`config.mk`:
```
export PLATFORM = sky130hd
export DESIGN_NAME = asp_port
export DESIGN_NICKNAME = d
export VERILOG_FILES = /design/src/asp_pkg.sv /design/src/asp_port.sv
export VERILOG_INCLUDE_DIRS = /design/src
export SDC_FILE = /design/constraint.sdc
export NUM_CORES = 1
export LEC_CHECK = 0
export BUFFER_PORTS_ARGS = -buffer_cell sky130_fd_sc_hd__buf_2
export CAP_MARGIN = 20
export CORE_MARGIN = 2
export CORE_UTILIZATION = 40
export CTS_CLUSTER_SIZE = 16
export DETAILED_ROUTE_END_ITERATION = 10
export GPL_ROUTABILITY_DRIVEN = 0
export HOLD_SLACK_MARGIN = 0.08
export PLACE_DENSITY = 0.66
export SYNTH_ARGS = -nofsm -noshare
export SYNTH_HDL_FRONTEND = slang
export SYNTH_SLANG_ARGS = --single-unit
```
`constraint.sdc`:
```
create_clock -name clock -period 7.1 [get_ports clock]
set_input_delay 1.42 -clock clock [delete_from_list [all_inputs] [get_ports clock]]
set_output_delay 1.42 -clock clock [all_outputs]
set_load 0.05 [all_outputs]
```
`src/asp_defs.svh`:
```
`ifndef ASP_DEFS_SVH
`define ASP_DEFS_SVH
`define ASP_ONES_LAST 6'd31
`define ASP_SEL_COMM 3'h0
`define ASP_SEL_SETUP 3'h1
`define ASP_SEL_CLOCK 3'h2
`define ASP_SEL_DATA 3'h3
`define ASP_SEL_OFFSET 3'h4
`define ASP_SEL_GAIN 3'h5
`define ASP_CM_DIR 3
`define ASP_CM_SEL_HI 6
`define ASP_CM_SEL_LO 4
`define ASP_LEN_BYTE 5'd8
`define ASP_LEN_DATA 5'd16
`define ASP_LEN_WIDE 5'd24
`define ASP_RST_COMM 7'h00
`define ASP_RST_BYTE 8'h00
`define ASP_RST_WIDE 24'h000000
`define ASP_RST_DATA 16'h0000
`endif

```
`src/asp_pkg.sv`:
```
package asp_pkg;
	typedef enum logic [1:0] {ASP_IDLE, ASP_WR, ASP_RD} asp_ser_t;
	typedef enum logic {ASP_U_IDLE, ASP_U_HIGH} asp_upd_t;
	typedef struct packed {
		logic sclk;
		logic cs_n;
		logic din;
	} asp_pins_t;
endpackage

```
`src/asp_port.sv`:
```
`timescale 1ns/1ns
`include "asp_defs.svh"
// Summary of operation
// - after reset, first transfer writes communication register
// - communication byte selects direction and target register
// - data only via din/dout, timed by sclk
// - ready goes low when new result loaded
// - ready returns high after full result read
// - ready driven high before result register update
// - active-low chip select enables the port
// - result rereadable; host finishes before next update
// - cs tied low gives 3-wire, ready in comm msb
// - cs assertion presents msb; sclk may run
// - reset or 32 ones returns port idle
// - ones resync leaves register contents untouched, save comm when the 32nd one ends a comm byte
// - six registers, each reached via comm write
// - widths 8, result 16, offset/gain 24
// - selected transfer follows comm byte immediately
// - half duplex: no dout on write, din on read only feeds the ones count
// - all words travel msb first
module asp_port #(
	parameter int DEPTH = 2
) (
	// system
	input wire logic clock,
	input wire logic sys_rst,
	// serial pins
	input wire logic sclk,
	input wire logic cs_n,
	input wire logic din,
	output logic dout,
	output logic dout_oe,
	output logic result_ready_n,
	// conversion words in
	input wire logic in_valid,
	input wire logic [15:0] in_data,
	output logic in_ready,
	// register contents out
	output logic [7:0] setup_reg,
	output logic [7:0] clock_reg,
	output logic [23:0] offset_reg,
	output logic [23:0] gain_reg
);
	localparam int PW = (DEPTH > 1) ? $clog2(DEPTH) : 1;
	localparam int CW = $clog2(DEPTH + 1);

	function automatic logic [4:0] len_of(input logic [2:0] sel);
		if (sel == `ASP_SEL_DATA) begin
			len_of = `ASP_LEN_DATA;
		end else if (sel == `ASP_SEL_OFFSET || sel == `ASP_SEL_GAIN) begin
			len_of = `ASP_LEN_WIDE;
		end else begin
			len_of = `ASP_LEN_BYTE;
		end
	endfunction

	function automatic logic [PW-1:0] inc_ptr(input logic [PW-1:0] p);
		inc_ptr = (p == PW'(DEPTH - 1)) ? '0 : p + PW'(1);
	endfunction

	asp_pkg::asp_pins_t s1, s2, s3;
	asp_pkg::asp_ser_t st, next_st;
	asp_pkg::asp_upd_t upd, next_upd;
	logic [4:0] cnt, next_cnt;
	logic [23:0] sh, next_sh;
	logic pend, next_pend;
	logic [5:0] ones, next_ones;
	logic [6:0] comm, next_comm;
	logic [7:0] next_setup, next_clock;
	logic [23:0] next_offset, next_gain;
	logic [15:0] data_reg, next_data_reg;
	logic next_rdy_n, next_dout, next_oe, next_in_ready;
	logic [15:0] mem [DEPTH];
	logic [PW-1:0] wp, next_wp, rp, next_rp;
	logic [CW-1:0] fill, next_fill;
	logic rise, fall, act, busy, push, pop;
	logic [2:0] sel;
	logic [23:0] wr_word;
	logic [7:0] cbyte;

	// pins cross into the clock domain; edges found on stage two
	assign rise = s2.sclk & ~s3.sclk;
	assign fall = ~s2.sclk & s3.sclk;
	assign act = ~s2.cs_n;
	assign sel = comm[`ASP_CM_SEL_HI:`ASP_CM_SEL_LO];
	assign wr_word = {sh[22:0], s2.din};
	assign cbyte = wr_word[7:0];

	always_comb begin
		next_st = st;
		next_cnt = cnt;
		next_sh = sh;
		next_pend = pend;
		next_ones = ones;
		next_comm = comm;
		next_setup = setup_reg;
		next_clock = clock_reg;
		next_offset = offset_reg;
		next_gain = gain_reg;
		next_data_reg = data_reg;
		next_rdy_n = result_ready_n;
		next_upd = upd;
		next_wp = wp;
		next_rp = rp;
		next_fill = fill;
		pop = 1'b0;
		// clocks while deselected are ignored entirely
		if (rise && act) begin
			next_ones = s2.din ? ones + 6'd1 : 6'd0;
			case (st)
				asp_pkg::ASP_IDLE: begin
					next_sh = wr_word;
					next_cnt = cnt + 5'd1;
					if (cnt == `ASP_LEN_BYTE - 5'd1) begin
						next_comm = cbyte[6:0];
						next_cnt = 5'd0;
						next_pend = 1'b0;
						// the next transfer starts on the very next clock
						if (cbyte[`ASP_CM_DIR]) begin
							next_st = asp_pkg::ASP_RD;
							case (cbyte[`ASP_CM_SEL_HI:`ASP_CM_SEL_LO])
								`ASP_SEL_COMM: next_sh = {result_ready_n, comm, 16'h0000};
								`ASP_SEL_SETUP: next_sh = {setup_reg, 16'h0000};
								`ASP_SEL_CLOCK: next_sh = {clock_reg, 16'h0000};
								`ASP_SEL_DATA: next_sh = {data_reg, 8'h00};
								`ASP_SEL_OFFSET: next_sh = offset_reg;
								`ASP_SEL_GAIN: next_sh = gain_reg;
								default: next_sh = 24'h000000;
							endcase
						end else if (cbyte[`ASP_CM_SEL_HI:`ASP_CM_SEL_LO] != `ASP_SEL_COMM) begin
							next_st = asp_pkg::ASP_WR;
						end
					end
				end
				asp_pkg::ASP_WR: begin
					next_sh = wr_word;
					next_cnt = cnt + 5'd1;
					if (cnt == len_of(sel) - 5'd1) begin
						next_st = asp_pkg::ASP_IDLE;
						next_cnt = 5'd0;
						// result register is read-only; a write to it is dropped
						if (sel == `ASP_SEL_SETUP) begin
							next_setup = wr_word[7:0];
						end else if (sel == `ASP_SEL_CLOCK) begin
							next_clock = wr_word[7:0];
						end else if (sel == `ASP_SEL_OFFSET) begin
							next_offset = wr_word;
						end else if (sel == `ASP_SEL_GAIN) begin
							next_gain = wr_word;
						end
					end
				end
				default: begin
					next_cnt = cnt + 5'd1;
					next_pend = 1'b1;
					if (cnt == len_of(sel) - 5'd1) begin
						next_st = asp_pkg::ASP_IDLE;
						next_cnt = 5'd0;
						next_pend = 1'b0;
						if (sel == `ASP_SEL_DATA) begin
							next_rdy_n = 1'b1;
						end
					end
				end
			endcase
			// resync wins over any transfer; registers stay as they are, except comm when the 32nd one completes a comm byte
			if (s2.din && ones == `ASP_ONES_LAST) begin
				next_st = asp_pkg::ASP_IDLE;
				next_cnt = 5'd0;
				next_pend = 1'b0;
				next_ones = 6'd0;
			end
		end
		// msb stays put until the host has sampled it once
		if (fall && act && st == asp_pkg::ASP_RD && pend) begin
			next_sh = {sh[22:0], 1'b0};
			next_pend = 1'b0;
		end
		push = in_valid && in_ready;
		// an unread or in-flight result stalls the update, so the buffer backs up
		busy = !result_ready_n
			|| (next_st == asp_pkg::ASP_RD
			&& next_comm[`ASP_CM_SEL_HI:`ASP_CM_SEL_LO] == `ASP_SEL_DATA);
		case (upd)
			asp_pkg::ASP_U_IDLE: begin
				if (fill != '0 && !busy) begin
					next_rdy_n = 1'b1;
					next_upd = asp_pkg::ASP_U_HIGH;
				end
			end
			default: begin
				next_data_reg = mem[rp];
				next_rdy_n = 1'b0;
				pop = 1'b1;
				next_upd = asp_pkg::ASP_U_IDLE;
			end
		endcase
		if (push) begin
			next_wp = inc_ptr(wp);
		end
		if (pop) begin
			next_rp = inc_ptr(rp);
		end
		next_fill = fill + CW'(push) - CW'(pop);
		next_in_ready = next_fill != CW'(DEPTH);
		next_oe = next_st == asp_pkg::ASP_RD && ~s2.cs_n;
		// shifter echoes din outside reads, so the pin is held at zero then
		next_dout = next_oe && next_sh[23];
	end

	always_ff @(posedge clock or posedge sys_rst) begin
		if (sys_rst) begin
			s1 <= '1;
			s2 <= '1;
			s3 <= '1;
			st <= asp_pkg::ASP_IDLE;
			upd <= asp_pkg::ASP_U_IDLE;
			cnt <= 5'd0;
			sh <= 24'h000000;
			pend <= 1'b0;
			ones <= 6'd0;
			comm <= `ASP_RST_COMM;
			setup_reg <= `ASP_RST_BYTE;
			clock_reg <= `ASP_RST_BYTE;
			offset_reg <= `ASP_RST_WIDE;
			gain_reg <= `ASP_RST_WIDE;
			data_reg <= `ASP_RST_DATA;
			result_ready_n <= 1'b1;
			dout <= 1'b0;
			dout_oe <= 1'b0;
			wp <= '0;
			rp <= '0;
			fill <= '0;
			in_ready <= 1'b0;
		end else begin
			s1 <= {sclk, cs_n, din};
			s2 <= s1;
			s3 <= s2;
			st <= next_st;
			upd <= next_upd;
			cnt <= next_cnt;
			sh <= next_sh;
			pend <= next_pend;
			ones <= next_ones;
			comm <= next_comm;
			setup_reg <= next_setup;
			clock_reg <= next_clock;
			offset_reg <= next_offset;
			gain_reg <= next_gain;
			data_reg <= next_data_reg;
			result_ready_n <= next_rdy_n;
			dout <= next_dout;
			dout_oe <= next_oe;
			wp <= next_wp;
			rp <= next_rp;
			fill <= next_fill;
			in_ready <= next_in_ready;
		end
	end

	// buffer storage carries no reset
	always_ff @(posedge clock) begin
		if (in_valid && in_ready) begin
			mem[wp] <= in_data;
		end
	end
endmodule

```
=== Yosys cells after proc, flatten, opt, wreduce, memory -nomap -nowiden ===
Memories as Yosys holds them, arrays and structs flattened. A register that Yosys moved wholly into a read port is not among the register bits.
Cells that the tools add are included.

* Bits in registers: 125
* Memory bits (writable): 32
* Input port bits: 22
* Output and inout bits: 68
* Logic and storage cells: 147
* Memories: 1

{| class="wikitable"
|+ Memory list
! memory !! words !! bits a word !! rd ports !! clocked after memory_dff !! write ports !! RTL line !! RTL
|-
| mem || 2 || 16 || 1 || 1 || 1 || asp_port.sv:73 || <nowiki>logic [15:0] mem [DEPTH];</nowiki>
|}

* Add/sub/neg operators: 8
* Eq/ne operators: 22
* Multiplexer cells: 49
* Bitwise gates (word level): 8
* Reduce and logical (&&, ||, !) cells: 32

{| class="wikitable"
|+ Operator list
! kind !! number
|-
| 24-bit one-hot mux with 6 select lines || 1
|-
| 24-bit 2-to-1 mux || 4
|-
| 5-bit 2-to-1 mux || 10
|-
| 24-bit one-hot mux with 2 select lines || 1
|-
| 7-bit 2-to-1 mux || 3
|-
| 1-bit 2-to-1 mux || 18
|-
| 3-bit by 2-bit == test with 1-bit output, second input constant || 5
|-
| 3-bit nonzero test || 5
|-
| 2-bit 2-to-1 mux || 7
|-
| 3-bit == test, second input constant || 4
|-
| 6-bit 2-to-1 mux || 2
|-
| 5-bit == test || 2
|-
| 1-bit logical AND || 10
|-
| 5-bit one-hot mux with 2 select lines || 1
|-
| 5-bit by 1-bit subtractor with 5-bit output, second input constant || 2
|-
| 4-bit AND reduction || 2
|-
| 7-bit AND reduction || 1
|-
| 6-bit by 1-bit adder with 6-bit output, second input constant || 1
|-
| 3-bit by 1-bit == test with 1-bit output, second input constant || 2
|-
| 6-bit by 5-bit == test with 1-bit output, second input constant || 1
|-
| 1-bit inverter || 6
|-
| 3-bit AND reduction || 2
|-
| 6-bit AND reduction || 1
|-
| 5-bit by 1-bit adder with 5-bit output, second input constant || 1
|-
| 21 further kinds || 27
|}

=== Depth between registers and ports, before layout ===
Gate-level depths: netlist of the first run.

* Word-level depth: 19
* Mapped depth: 9
* Gate-level depth less buffers: 7

=== Worst setup path after synthesis of the first run ===
Ideal clock, no wire load.

* Path type: input -> register
* Start point: input in_valid
* End point: memory mem[0][0] (enable)
* Setup time: 0.388 ns
* Arrival: 2.242 ns
* Data required time: 6.712 ns
* Setup slack: 4.470 ns
* Stages on the path: 2
* Buffers on the path: 0
* Path through: nand2_1 > nor2_1

* Word-level cells in the longest chain between the ends: 3

{| class="wikitable"
|+ RTL lines
! what !! RTL line !! RTL
|-
| from (decl) || asp_port.sv:35 || <nowiki>input wire logic in_valid,</nowiki>
|-
| 1-bit logical AND || asp_port.sv:263 || <nowiki>if (in_valid && in_ready) begin</nowiki>
|-
| 1-bit 2-to-1 mux || asp_port.sv:263 ||
|-
| 1-bit 2-to-1 mux (not written as such) || asp_port.sv:264 || <nowiki>mem[wp] <= in_data;</nowiki>
|-
| to (decl) || asp_port.sv:73 ||
|}

No other way between the ends.

=== Worst setup path after layout of the first run ===
* Start point: register s2[2] (netlist name)
* End point: register sh[4]

* Word-level cells in the longest chain between the ends: 7
* Elaborated cells between the ends (all ways): 11
* Those cells by class: mux (1); bitwise (3); reduce/logical (7)

{| class="wikitable"
|+ RTL lines
! what !! RTL line !! RTL
|-
| from (decl) || asp_port.sv:61 || <nowiki>asp_pkg::asp_pins_t s1, s2, s3;</nowiki>
|-
| from (signal assigned) || asp_port.sv:214 || <nowiki>s2 <= '1;</nowiki>
|-
| from (signal assigned) || asp_port.sv:237 || <nowiki>s2 <= s1;</nowiki>
|-
| 1-bit inverter || asp_port.sv:83 || <nowiki>assign fall = ~s2.sclk & s3.sclk;</nowiki>
|-
| 1-bit AND || asp_port.sv:83 ||
|-
| 1-bit logical AND (3 in a row) || asp_port.sv:175 || <nowiki>if (fall && act && st == asp_pkg::ASP_RD && pend) begin</nowiki>
|-
| 3-bit nonzero test (no line) / 2-bit nonzero test (equally long branches) || - ||
|-
| 2-bit AND reduction (no line) || - ||
|-
| to (signal assigned) || asp_port.sv:242 || <nowiki>sh <= next_sh;</nowiki>
|-
| to (decl) || asp_port.sv:65 || <nowiki>logic [23:0] sh, next_sh;</nowiki>
|}

Several ways; a longest one is shown, not always the timed one.
A chain may end at the register's enable or synchronous reset.

==> run metrics, run 1 <==
status=finished, final reports clean; peak supply drop=0.000193 V; Synth cell types=64; number of clock sinks=173; syn_area_per_cell=12.7 sq um; CP delay by family, top=simple AND/OR/NAND/NOR gates; CTS tree=yes; clock buffer depth=2; Slew headroom=0.233; RSZ-0062 raised after global routing=no; CTS buffer count=17; Mapped Cells=600; Synth Flop Type=dfrtp_1; TNS Setup=0 ns; Avg WL per Cell=19.6 um; clk_skew=0.00873 ns; crit share post-route=0.437; Pleak=4.20 nW; design area=8900 sq um; vias=5160; Die Ht=142 um; Hold/Removal Path Class=reg -> reg; total power draw=2.43 mW; CTS root buffer=clkbuf_16; Tmin final=3.10 ns; n_diodes=0; FMAX=322 MHz; Layout Area Growth over Synthesis=16.4%; Clock Latency Late Sink=0.43 ns; Post-DP Area=8250 sq um; worst path bufs/invs=0; fin nets=705; Die Width=142 um; core area=18700 sq um; Rows=50; Port Buffers=89; Starting Density=0.409; final wirelength=18200 um; DRT Pass-1 Iters=4; largest reg by FF count=mem; I/O pin count=90; share of layout cells above drive strength 1=0.309; Reg clk slew, reported paths=0.07 ns; Worst EP arrival=3.47 ns; CP Launch Type=flop; DRC viols=0; via density per instance=5.57; worst-path fanout max=14; slew at the pin closest to its max-slew limit=1.14 ns; Post-CTS Resized=0; final hold vios=0; Die Area=20200 sq um; CP Cell Sequence=nor3b_2 > nand2b_1 > nor2_1 > nand3_1 > nor3b_1 > a221o_1; grt ovf=0; HPWL Detailed=12300 um; DRT antenna net count=0; FF-to-FF setup slack=4.00 ns; GRT Total Usage=0.190; global-route wire length before repair=29300 um; Setup-failing EPs final=0; Critical-path top delay cell=nor2_1; Async SR Flop Fraction=0.815; #FFs+latches synth=173; max reg flops=32; commonest non-fill, non-tap cell in the layout=dfrtp_1; hold_buf cts=0; Max Cap Viol=0; cell area after synthesis=7650 sq um; Post-synth EDFFs=32; CP required=7.47 ns; post-synthesis sequential area ratio=0.588; vias in the first global route=5317; number of H-tree levels=4; final slew viol count=0; antenna violations before repair=1; post-CTS setup repair buffer count=0; Iter 0 DRT Violations=395; largest net degree at the start of global routing=90; crit-path max cell delay=0.80 ns; Synth Net Count=626; CP endpoint kind=flop; commonest cells after routing, fill and taps aside=dfrtp_1 (133), buf_2 (89), mux2_2 (50), nand2_1 (41), a21oi_1 (36); P per Cell Area=273 nW/um^2; crit path kind=reg -> reg; Synth Warn #=0
==> routing by layer <==
layer	global-route usage	vias up	routed length [um]
met2	0.308	157	8870
met1	0.248	2616	7870
met3	0.0488	22	1170
met4	0.0637	0	280
li1	-	2365	-
met5	0	-	0
==> power by group <==
part,internal [mW],switching (mW),total (mW)
clock network,0.575,0.436,1.01
registers,1.10,0.0694,1.17
logic,0.0846,0.169,0.253
==> layout make-up <==
cell class	instances	area, sq um
multi-input cells	386	2930
inverters	3	16.3
flip-flops and latches	173	4500
clock buffers	17	425
repair buffers	98	513
fillers	1638	9800
clock inverters	15	223
well taps	234	293
==> synthesized netlist by cell type (2+ instances only) <==
master / number / area [sq um]
o211ai_1: 5 / 37.5
buf_2: 9 / 45.0
a221oi_1: 5 / 43.8
o31ai_1: 2 / 15.0
a221o_1: 2 / 20.0
nand2b_1: 6 / 37.5
mux2i_1: 31 / 310
buf_1: 3 / 11.3
xnor2_1: 3 / 26.3
a21o_1: 5 / 37.5
xor2_1: 2 / 17.5
buf_6: 6 / 67.6
nor2b_1: 5 / 31.3
clkbuf_1: 19 / 71.3
mux2_2: 50 / 563
a21oi_1: 36 / 180
mux2_4: 7 / 105
a22oi_1: 24 / 180
and2_1: 3 / 18.8
a22o_1: 11 / 96.3
dfstp_2: 8 / 210
nand4_1: 2 / 12.5
dfrtp_1: 133 / 3330
and3_1: 3 / 18.8
a31oi_1: 2 / 12.5
o21ai_0: 34 / 170
nor3b_1: 2 / 15.0
nand2_1: 41 / 154
nor3_1: 4 / 20.0
nor2_1: 34 / 128
ha_1: 4 / 50.1
nand3_1: 15 / 75.1
inv_1: 3 / 11.3
mux2_1: 20 / 225
edfxtp_1: 32 / 961
==> final timing paths <==
path	startpoint	end	cells after the start
hold reg to reg	s1[0]	cbyte[0]	0
setup reg to reg	s2[2]	sh[4]	6
min in group asynchronous	sys_rst	clock_reg[0]	2
setup / recovery	s2[2]	sh[4]	6
max in group asynchronous	sys_rst	data_reg[15]	3
hold / removal	s1[0]	cbyte[0]	0
==> cell families (layout without fill, tap and decap cells) <==
| kind of cell | after synthesis | after routing | share of synthesized area |
|---|---|---|---|
| flip-flops | 173 | 173 | 0.588 |
| multiplexers | 109 | 109 | 0.160 |
| AND/OR/NAND/NOR | 133 | 133 | 0.0956 |
| buffers and inverters | 41 | 133 | 0.0280 |
| adder cells (fa/ha/maj) | 4 | 4 | 0.00654 |
| AO/OA/AOI/OAI | 134 | 134 | 0.113 |
| XOR/XNOR | 6 | 6 | 0.00786 |
==> worst register-to-register path: stages (launching register included) <==
cell	delay [ns]
dfstp_2	0.56
nor3b_2	0.64
nand2b_1	0.32
nor2_1	0.80
nand3_1	0.31
nor3b_1	0.27
a221o_1	0.14
==> metrics by stage <==
stage,hold slack [ns],worst slack (ns),util,cells
2_1_floorplan,0.345,1.91,-,600
3_3_place_gp,0.347,4.17,0.441,893
3_5_place_dp,0.347,4.00,0.441,893
4_1_cts,0.358,3.99,0.476,925
5_1_grt,0.360,3.74,0.476,926
6_report,0.356,4.00,0.476,926
Power figures use the tool's default switching activity.
==> inputs of run 2 (changes only) <==
==> constraint.sdc (replaced) <==
create_clock -name clock -period 3.1 [get_ports clock]
set_input_delay 0.62 -clock clock [delete_from_list [all_inputs] [get_ports clock]]
set_output_delay 0.62 -clock clock [all_outputs]
set_load 0.05 [all_outputs]
==> run metrics, run 2 (same netlist as run 1, synthesis figures left out) <==
Worst EP arrival=2.84 ns (was 3.47 ns); CP required=3.41 ns (was 7.47 ns); Post-CTS Resized=0 (unchanged); CTS tree=yes (unchanged); Die Ht=142 um (unchanged); Setup-failing EPs final=0 (unchanged); core area=18700 sq um (unchanged); Starting Density=0.409 (unchanged); crit-path max cell delay=0.55 ns (was 0.80 ns); final hold vios=0 (unchanged); commonest non-fill, non-tap cell in the layout=dfrtp_1 (unchanged); crit path kind=reg -> reg (unchanged); Max Cap Viol=0 (unchanged); Clock Latency Late Sink=0.43 ns (about the same); design area=8910 sq um (was 8900 sq um); DRT Pass-1 Iters=5 (was 4); largest reg by FF count=mem (unchanged); crit share post-route=0.815 (was 0.437); share of layout cells above drive strength 1=0.315 (was 0.309); Avg WL per Cell=19.8 um (was 19.6 um); FMAX=396 MHz (was 322 MHz); peak supply drop=0.000455 V (was 0.000193 V); status=finished, final reports clean (unchanged); CTS buffer count=17 (unchanged); final wirelength=18400 um (was 18200 um); worst-path fanout max=24 (was 14); fin nets=712 (was 705); CP Launch Type=flop (unchanged); Reg area=4500 sq um (unchanged); CP Cell Sequence=nor4b_4 > nand2_1 > nor2_2 > nand4_4 > mux2_4 (was nor3b_2 > nand2b_1 > nor2_1 > nand3_1 > nor3b_1 > a221o_1); Pleak=4.20 nW (about the same); clk_skew=0.00749 ns (was 0.00873 ns); clock buffer depth=2 (unchanged); global-route wire length before repair=29300 um (about the same); vias=5207 (was 5160); n_diodes=0 (unchanged); area of the multi-input gates=2930 sq um (unchanged); final slew viol count=0 (unchanged); Slew headroom=0.344 (was 0.233); Reg clk slew, reported paths=0.07 ns (about the same); CTS root buffer=clkbuf_16 (unchanged); grt ovf=0 (unchanged); Iter 0 DRT Violations=411 (was 395); commonest cells after routing, fill and taps aside=dfrtp_1 (133), buf_2 (89), mux2_2 (50), nand2_1 (41), a21oi_1 (36) (unchanged); post-CTS setup repair buffer count=0 (unchanged); GRT Total Usage=0.190 (about the same); Hold/Removal Path Class=in -> async (was reg -> reg); Tmin final=2.53 ns (was 3.10 ns); RSZ-0062 raised after global routing=no (unchanged); I/O pin count=90 (unchanged); Rows=50 (unchanged); hold_buf cts=0 (unchanged); antenna violations before repair=0 (was 1); Layout Area Growth over Synthesis=16.5% (was 16.4%); Fill cells=1631 (was 1638); number of H-tree levels=4 (unchanged); Port Buffers=89 (unchanged); worst-case hold slack=0.229 ns (was 0.356 ns); Die Area=20200 sq um (unchanged); P per Cell Area=600 nW/um^2 (was 273 nW/um^2); total power draw=5.35 mW (was 2.43 mW); slew at the pin closest to its max-slew limit=0.980 ns (was 1.14 ns); CP endpoint kind=flop (unchanged); DRC viols=0 (unchanged); max reg flops=32 (unchanged); Critical-path top delay cell=nand4_4 (was nor2_1); HPWL Detailed=12800 um (was 12300 um); vias in the first global route=5376 (was 5317); number of clock sinks=173 (unchanged); TNS Setup=0 ns (unchanged); Post-DP Area=8330 sq um (was 8250 sq um); DRT antenna net count=0 (unchanged); largest net degree at the start of global routing=85 (was 90); via density per instance=5.58 (was 5.57); Die Width=142 um (unchanged)
-- run 2: changes by cell type in the layout (fill, tap and decap cells not counted), moves of 2 or more --
cell	change
buf_4	+5
clkinvlp_4	+3
buf_12	+2
bufinv_16	-2
clkinv_8	-2
-- run 2: metal layers --
metal | track usage | wire (um) | share of wire
met1 | 0.245 | 7810 | 0.42
met2 | 0.307 | 9030 | 0.49
met3 | 0.0511 | 1280 | 0.069
met4 | 0.0705 | 315 | 0.017
met5 | 0 | 0 | 0
-- run 2: worst paths after layout --
check,from,to,slack [ns],cells past startpoint
max,st[1],gain_reg[23],0.57,5
min,sys_rst,in_ready,0.23,2
max reg2reg,st[1],gain_reg[23],0.57,5
min reg2reg,s1[2],s2[2],0.36,0
max in group asynchronous,sys_rst,cbyte[0],2.05,3
min in group clock,din,s1[0],0.28,1
-- run 2: critical path, delay by kind of cell, from the launching register on --
family | cells | cell delay [ns]
muxes | 1 | 0.50
DFF | 1 | 0.51
and+or+nand+nor | 4 | 1.39
-- run 2: power breakdown --
part           switching [mW]  leakage [nW]  internal [mW]
registers               0.143          2.21           2.51
clock network           0.953         0.280           1.13
logic                   0.393          1.71          0.210
-- run 2: through the flow --
stage               utilization  cells  setup WS, ns
CTS                       0.476    933         0.613
floorplan                     -    600         0.723
global route              0.476    933         0.469
global placement          0.445    901         0.701
finish                    0.476    933         0.573
detailed placement        0.445    901         0.638
-- run 2: layout make-up --
class	instances	area share
well taps	234	0.0329
repair buffers	105	0.0663
clock inverters	15	0.0173
flip-flops and latches	173	0.505
inverters	3	0.00168
clock buffers	17	0.0477
multi-input cells	386	0.329
==> inputs of run 3 (changes only) <==
==> constraint.sdc (replaced) <==
create_clock -name clock -period 2.48 [get_ports clock]
set_input_delay 0.496 -clock clock [delete_from_list [all_inputs] [get_ports clock]]
set_output_delay 0.496 -clock clock [all_outputs]
set_load 0.05 [all_outputs]
==> run metrics, run 3 (same netlist as run 1, synthesis figures left out) <==
status=finished, final reports clean (unchanged); Iter 0 DRT Violations=443 (was 411); Rows=50 (unchanged); GRT Total Usage=0.190 (about the same); CTS tree=yes (unchanged); fin nets=724 (was 712); CP Launch Type=flop (unchanged); DRC viols=0 (unchanged); Setup-failing EPs final=0 (unchanged); clk_skew=0.00834 ns (was 0.00749 ns); vias=5238 (was 5207); Hold/Removal Path Class=in -> reg (was in -> async); Worst path depth=6 (was 5); HPWL Detailed=12800 um (about the same); R2R depth=6 (was 5); vias in the first global route=5255 (was 5376); clock buffer depth=2 (unchanged); n_diodes=0 (unchanged); Starting Density=0.409 (unchanged); Worst EP arrival=2.64 ns (was 2.84 ns); FF-to-FF setup slack=0.17 ns (was 0.57 ns); number of H-tree levels=4 (unchanged); grt ovf=0 (unchanged); global-route wire length before repair=29500 um (was 29300 um); CP required=2.81 ns (was 3.41 ns); Tmin final=2.31 ns (was 2.53 ns); worst flop-to-flop path endpoint=dout (was gain_reg[23]); worst-path fanout max=13 (was 24); via density per instance=5.54 (was 5.58); max reg flops=32 (unchanged); Final Util=0.482 (was 0.476); TNS Setup=0 ns (unchanged); Clock Latency Late Sink=0.43 ns (about the same); largest reg by FF count=mem (unchanged); Critical Path Start=s2[1] (was st[1]); hold_buf cts=0 (unchanged); CTS buffer count=17 (unchanged); Die Ht=142 um (unchanged); share of layout cells above drive strength 1=0.328 (was 0.315); Die Width=142 um (unchanged); P per Cell Area=752 nW/um^2 (was 600 nW/um^2); Slew headroom=0.311 (was 0.344); final hold vios=0 (unchanged); DRT Pass-1 Iters=4 (was 5); I/O pin count=90 (unchanged); worst r2r src=s2[1] (was st[1]); crit share post-route=0.931 (was 0.815); crit path to=dout (was gain_reg[23]); CP Cell Sequence=nor4bb_1 > and2_1 > nor2_1 > a22oi_1 > nand2_1 > nor3b_1 (was nor4b_4 > nand2_1 > nor2_2 > nand4_4 > mux2_4); post-CTS setup repair buffer count=0 (unchanged); Max Cap Viol=0 (unchanged); Die Area=20200 sq um (unchanged); commonest non-fill, non-tap cell in the layout=dfrtp_1 (unchanged); peak supply drop=0.000701 V (was 0.000455 V); worst path bufs/invs=0 (unchanged); FMAX=433 MHz (was 396 MHz); RSZ-0062 raised after global routing=no (unchanged); DRT antenna net count=0 (unchanged); largest net degree at the start of global routing=142 (was 85); Critical-path top delay cell=nor2_1 (was nand4_4); CP delay by family, top=simple AND/OR/NAND/NOR gates (unchanged); core area=18700 sq um (unchanged); Avg WL per Cell=19.3 um (was 19.8 um); Reg clk slew, reported paths=0.07 ns (about the same); CP endpoint kind=flop (unchanged); Layout Area Growth over Synthesis=17.9% (was 16.5%); final wirelength=18300 um (was 18400 um); crit path kind=reg -> reg (unchanged); commonest cells after routing, fill and taps aside=dfrtp_1 (133), buf_2 (89), mux2_2 (50), nand2_1 (41), a21oi_1 (36) (unchanged); crit-path max cell delay=0.78 ns (was 0.55 ns); final slew viol count=0 (unchanged); CTS root buffer=clkbuf_16 (unchanged); Post-CTS Resized=0 (unchanged); antenna violations before repair=0 (unchanged); slew at the pin closest to its max-slew limit=1.03 ns (was 0.980 ns); Port Buffers=89 (unchanged); Pleak=4.27 nW (was 4.20 nW); number of clock sinks=173 (unchanged)
## run 3: metal layers
layer | track usage | wire length [um]
met1 | 0.258 | 8130
met3 | 0.0431 | 988
met4 | 0.0532 | 245
met2 | 0.307 | 8910
met5 | 0 | 0
## run 3: area by class of cell
class	instances	area, sq um
flip-flops and latches	173	4500
fillers	1640	9690
repair buffers	117	681
clock inverters	13	145
clock buffers	19	453
multi-input cells	386	2930
inverters	3	15.0
well taps	234	293
## run 3: worst min-delay path by stage
stage           from  endpoint  slack [ns]  cells after the start
2_1_floorplan  s1[0]  cbyte[0]        0.35                      0
3_3_place_gp   s1[0]  cbyte[0]        0.35                      0
3_5_place_dp   s1[0]  cbyte[0]        0.35                      0
4_1_cts         sclk     s1[2]        0.14                      1
5_1_grt         sclk     s1[2]        0.14                      1
6_report        sclk     s1[2]        0.16                      1
## run 3: per-stage QoR
stage	area (sq um)	power (mW)	worst slack (ns)	hold slack, ns	instances
after detailed placement	8420	4.16	0.176	0.348	913
after global placement	8420	4.12	0.285	0.347	913
final	9020	6.78	0.170	0.163	945
after CTS	9020	6.83	0.160	0.142	945
after global routing	9020	7.06	0.0451	0.142	945
after floorplan	7650	3.85	0.227	0.345	600
## run 3: report_power, final
part | internal, mW | total [mW] | switching (mW)
clock network | 1.48 | 2.67 | 1.19
registers | 3.14 | 3.32 | 0.178
logic | 0.291 | 0.791 | 0.500
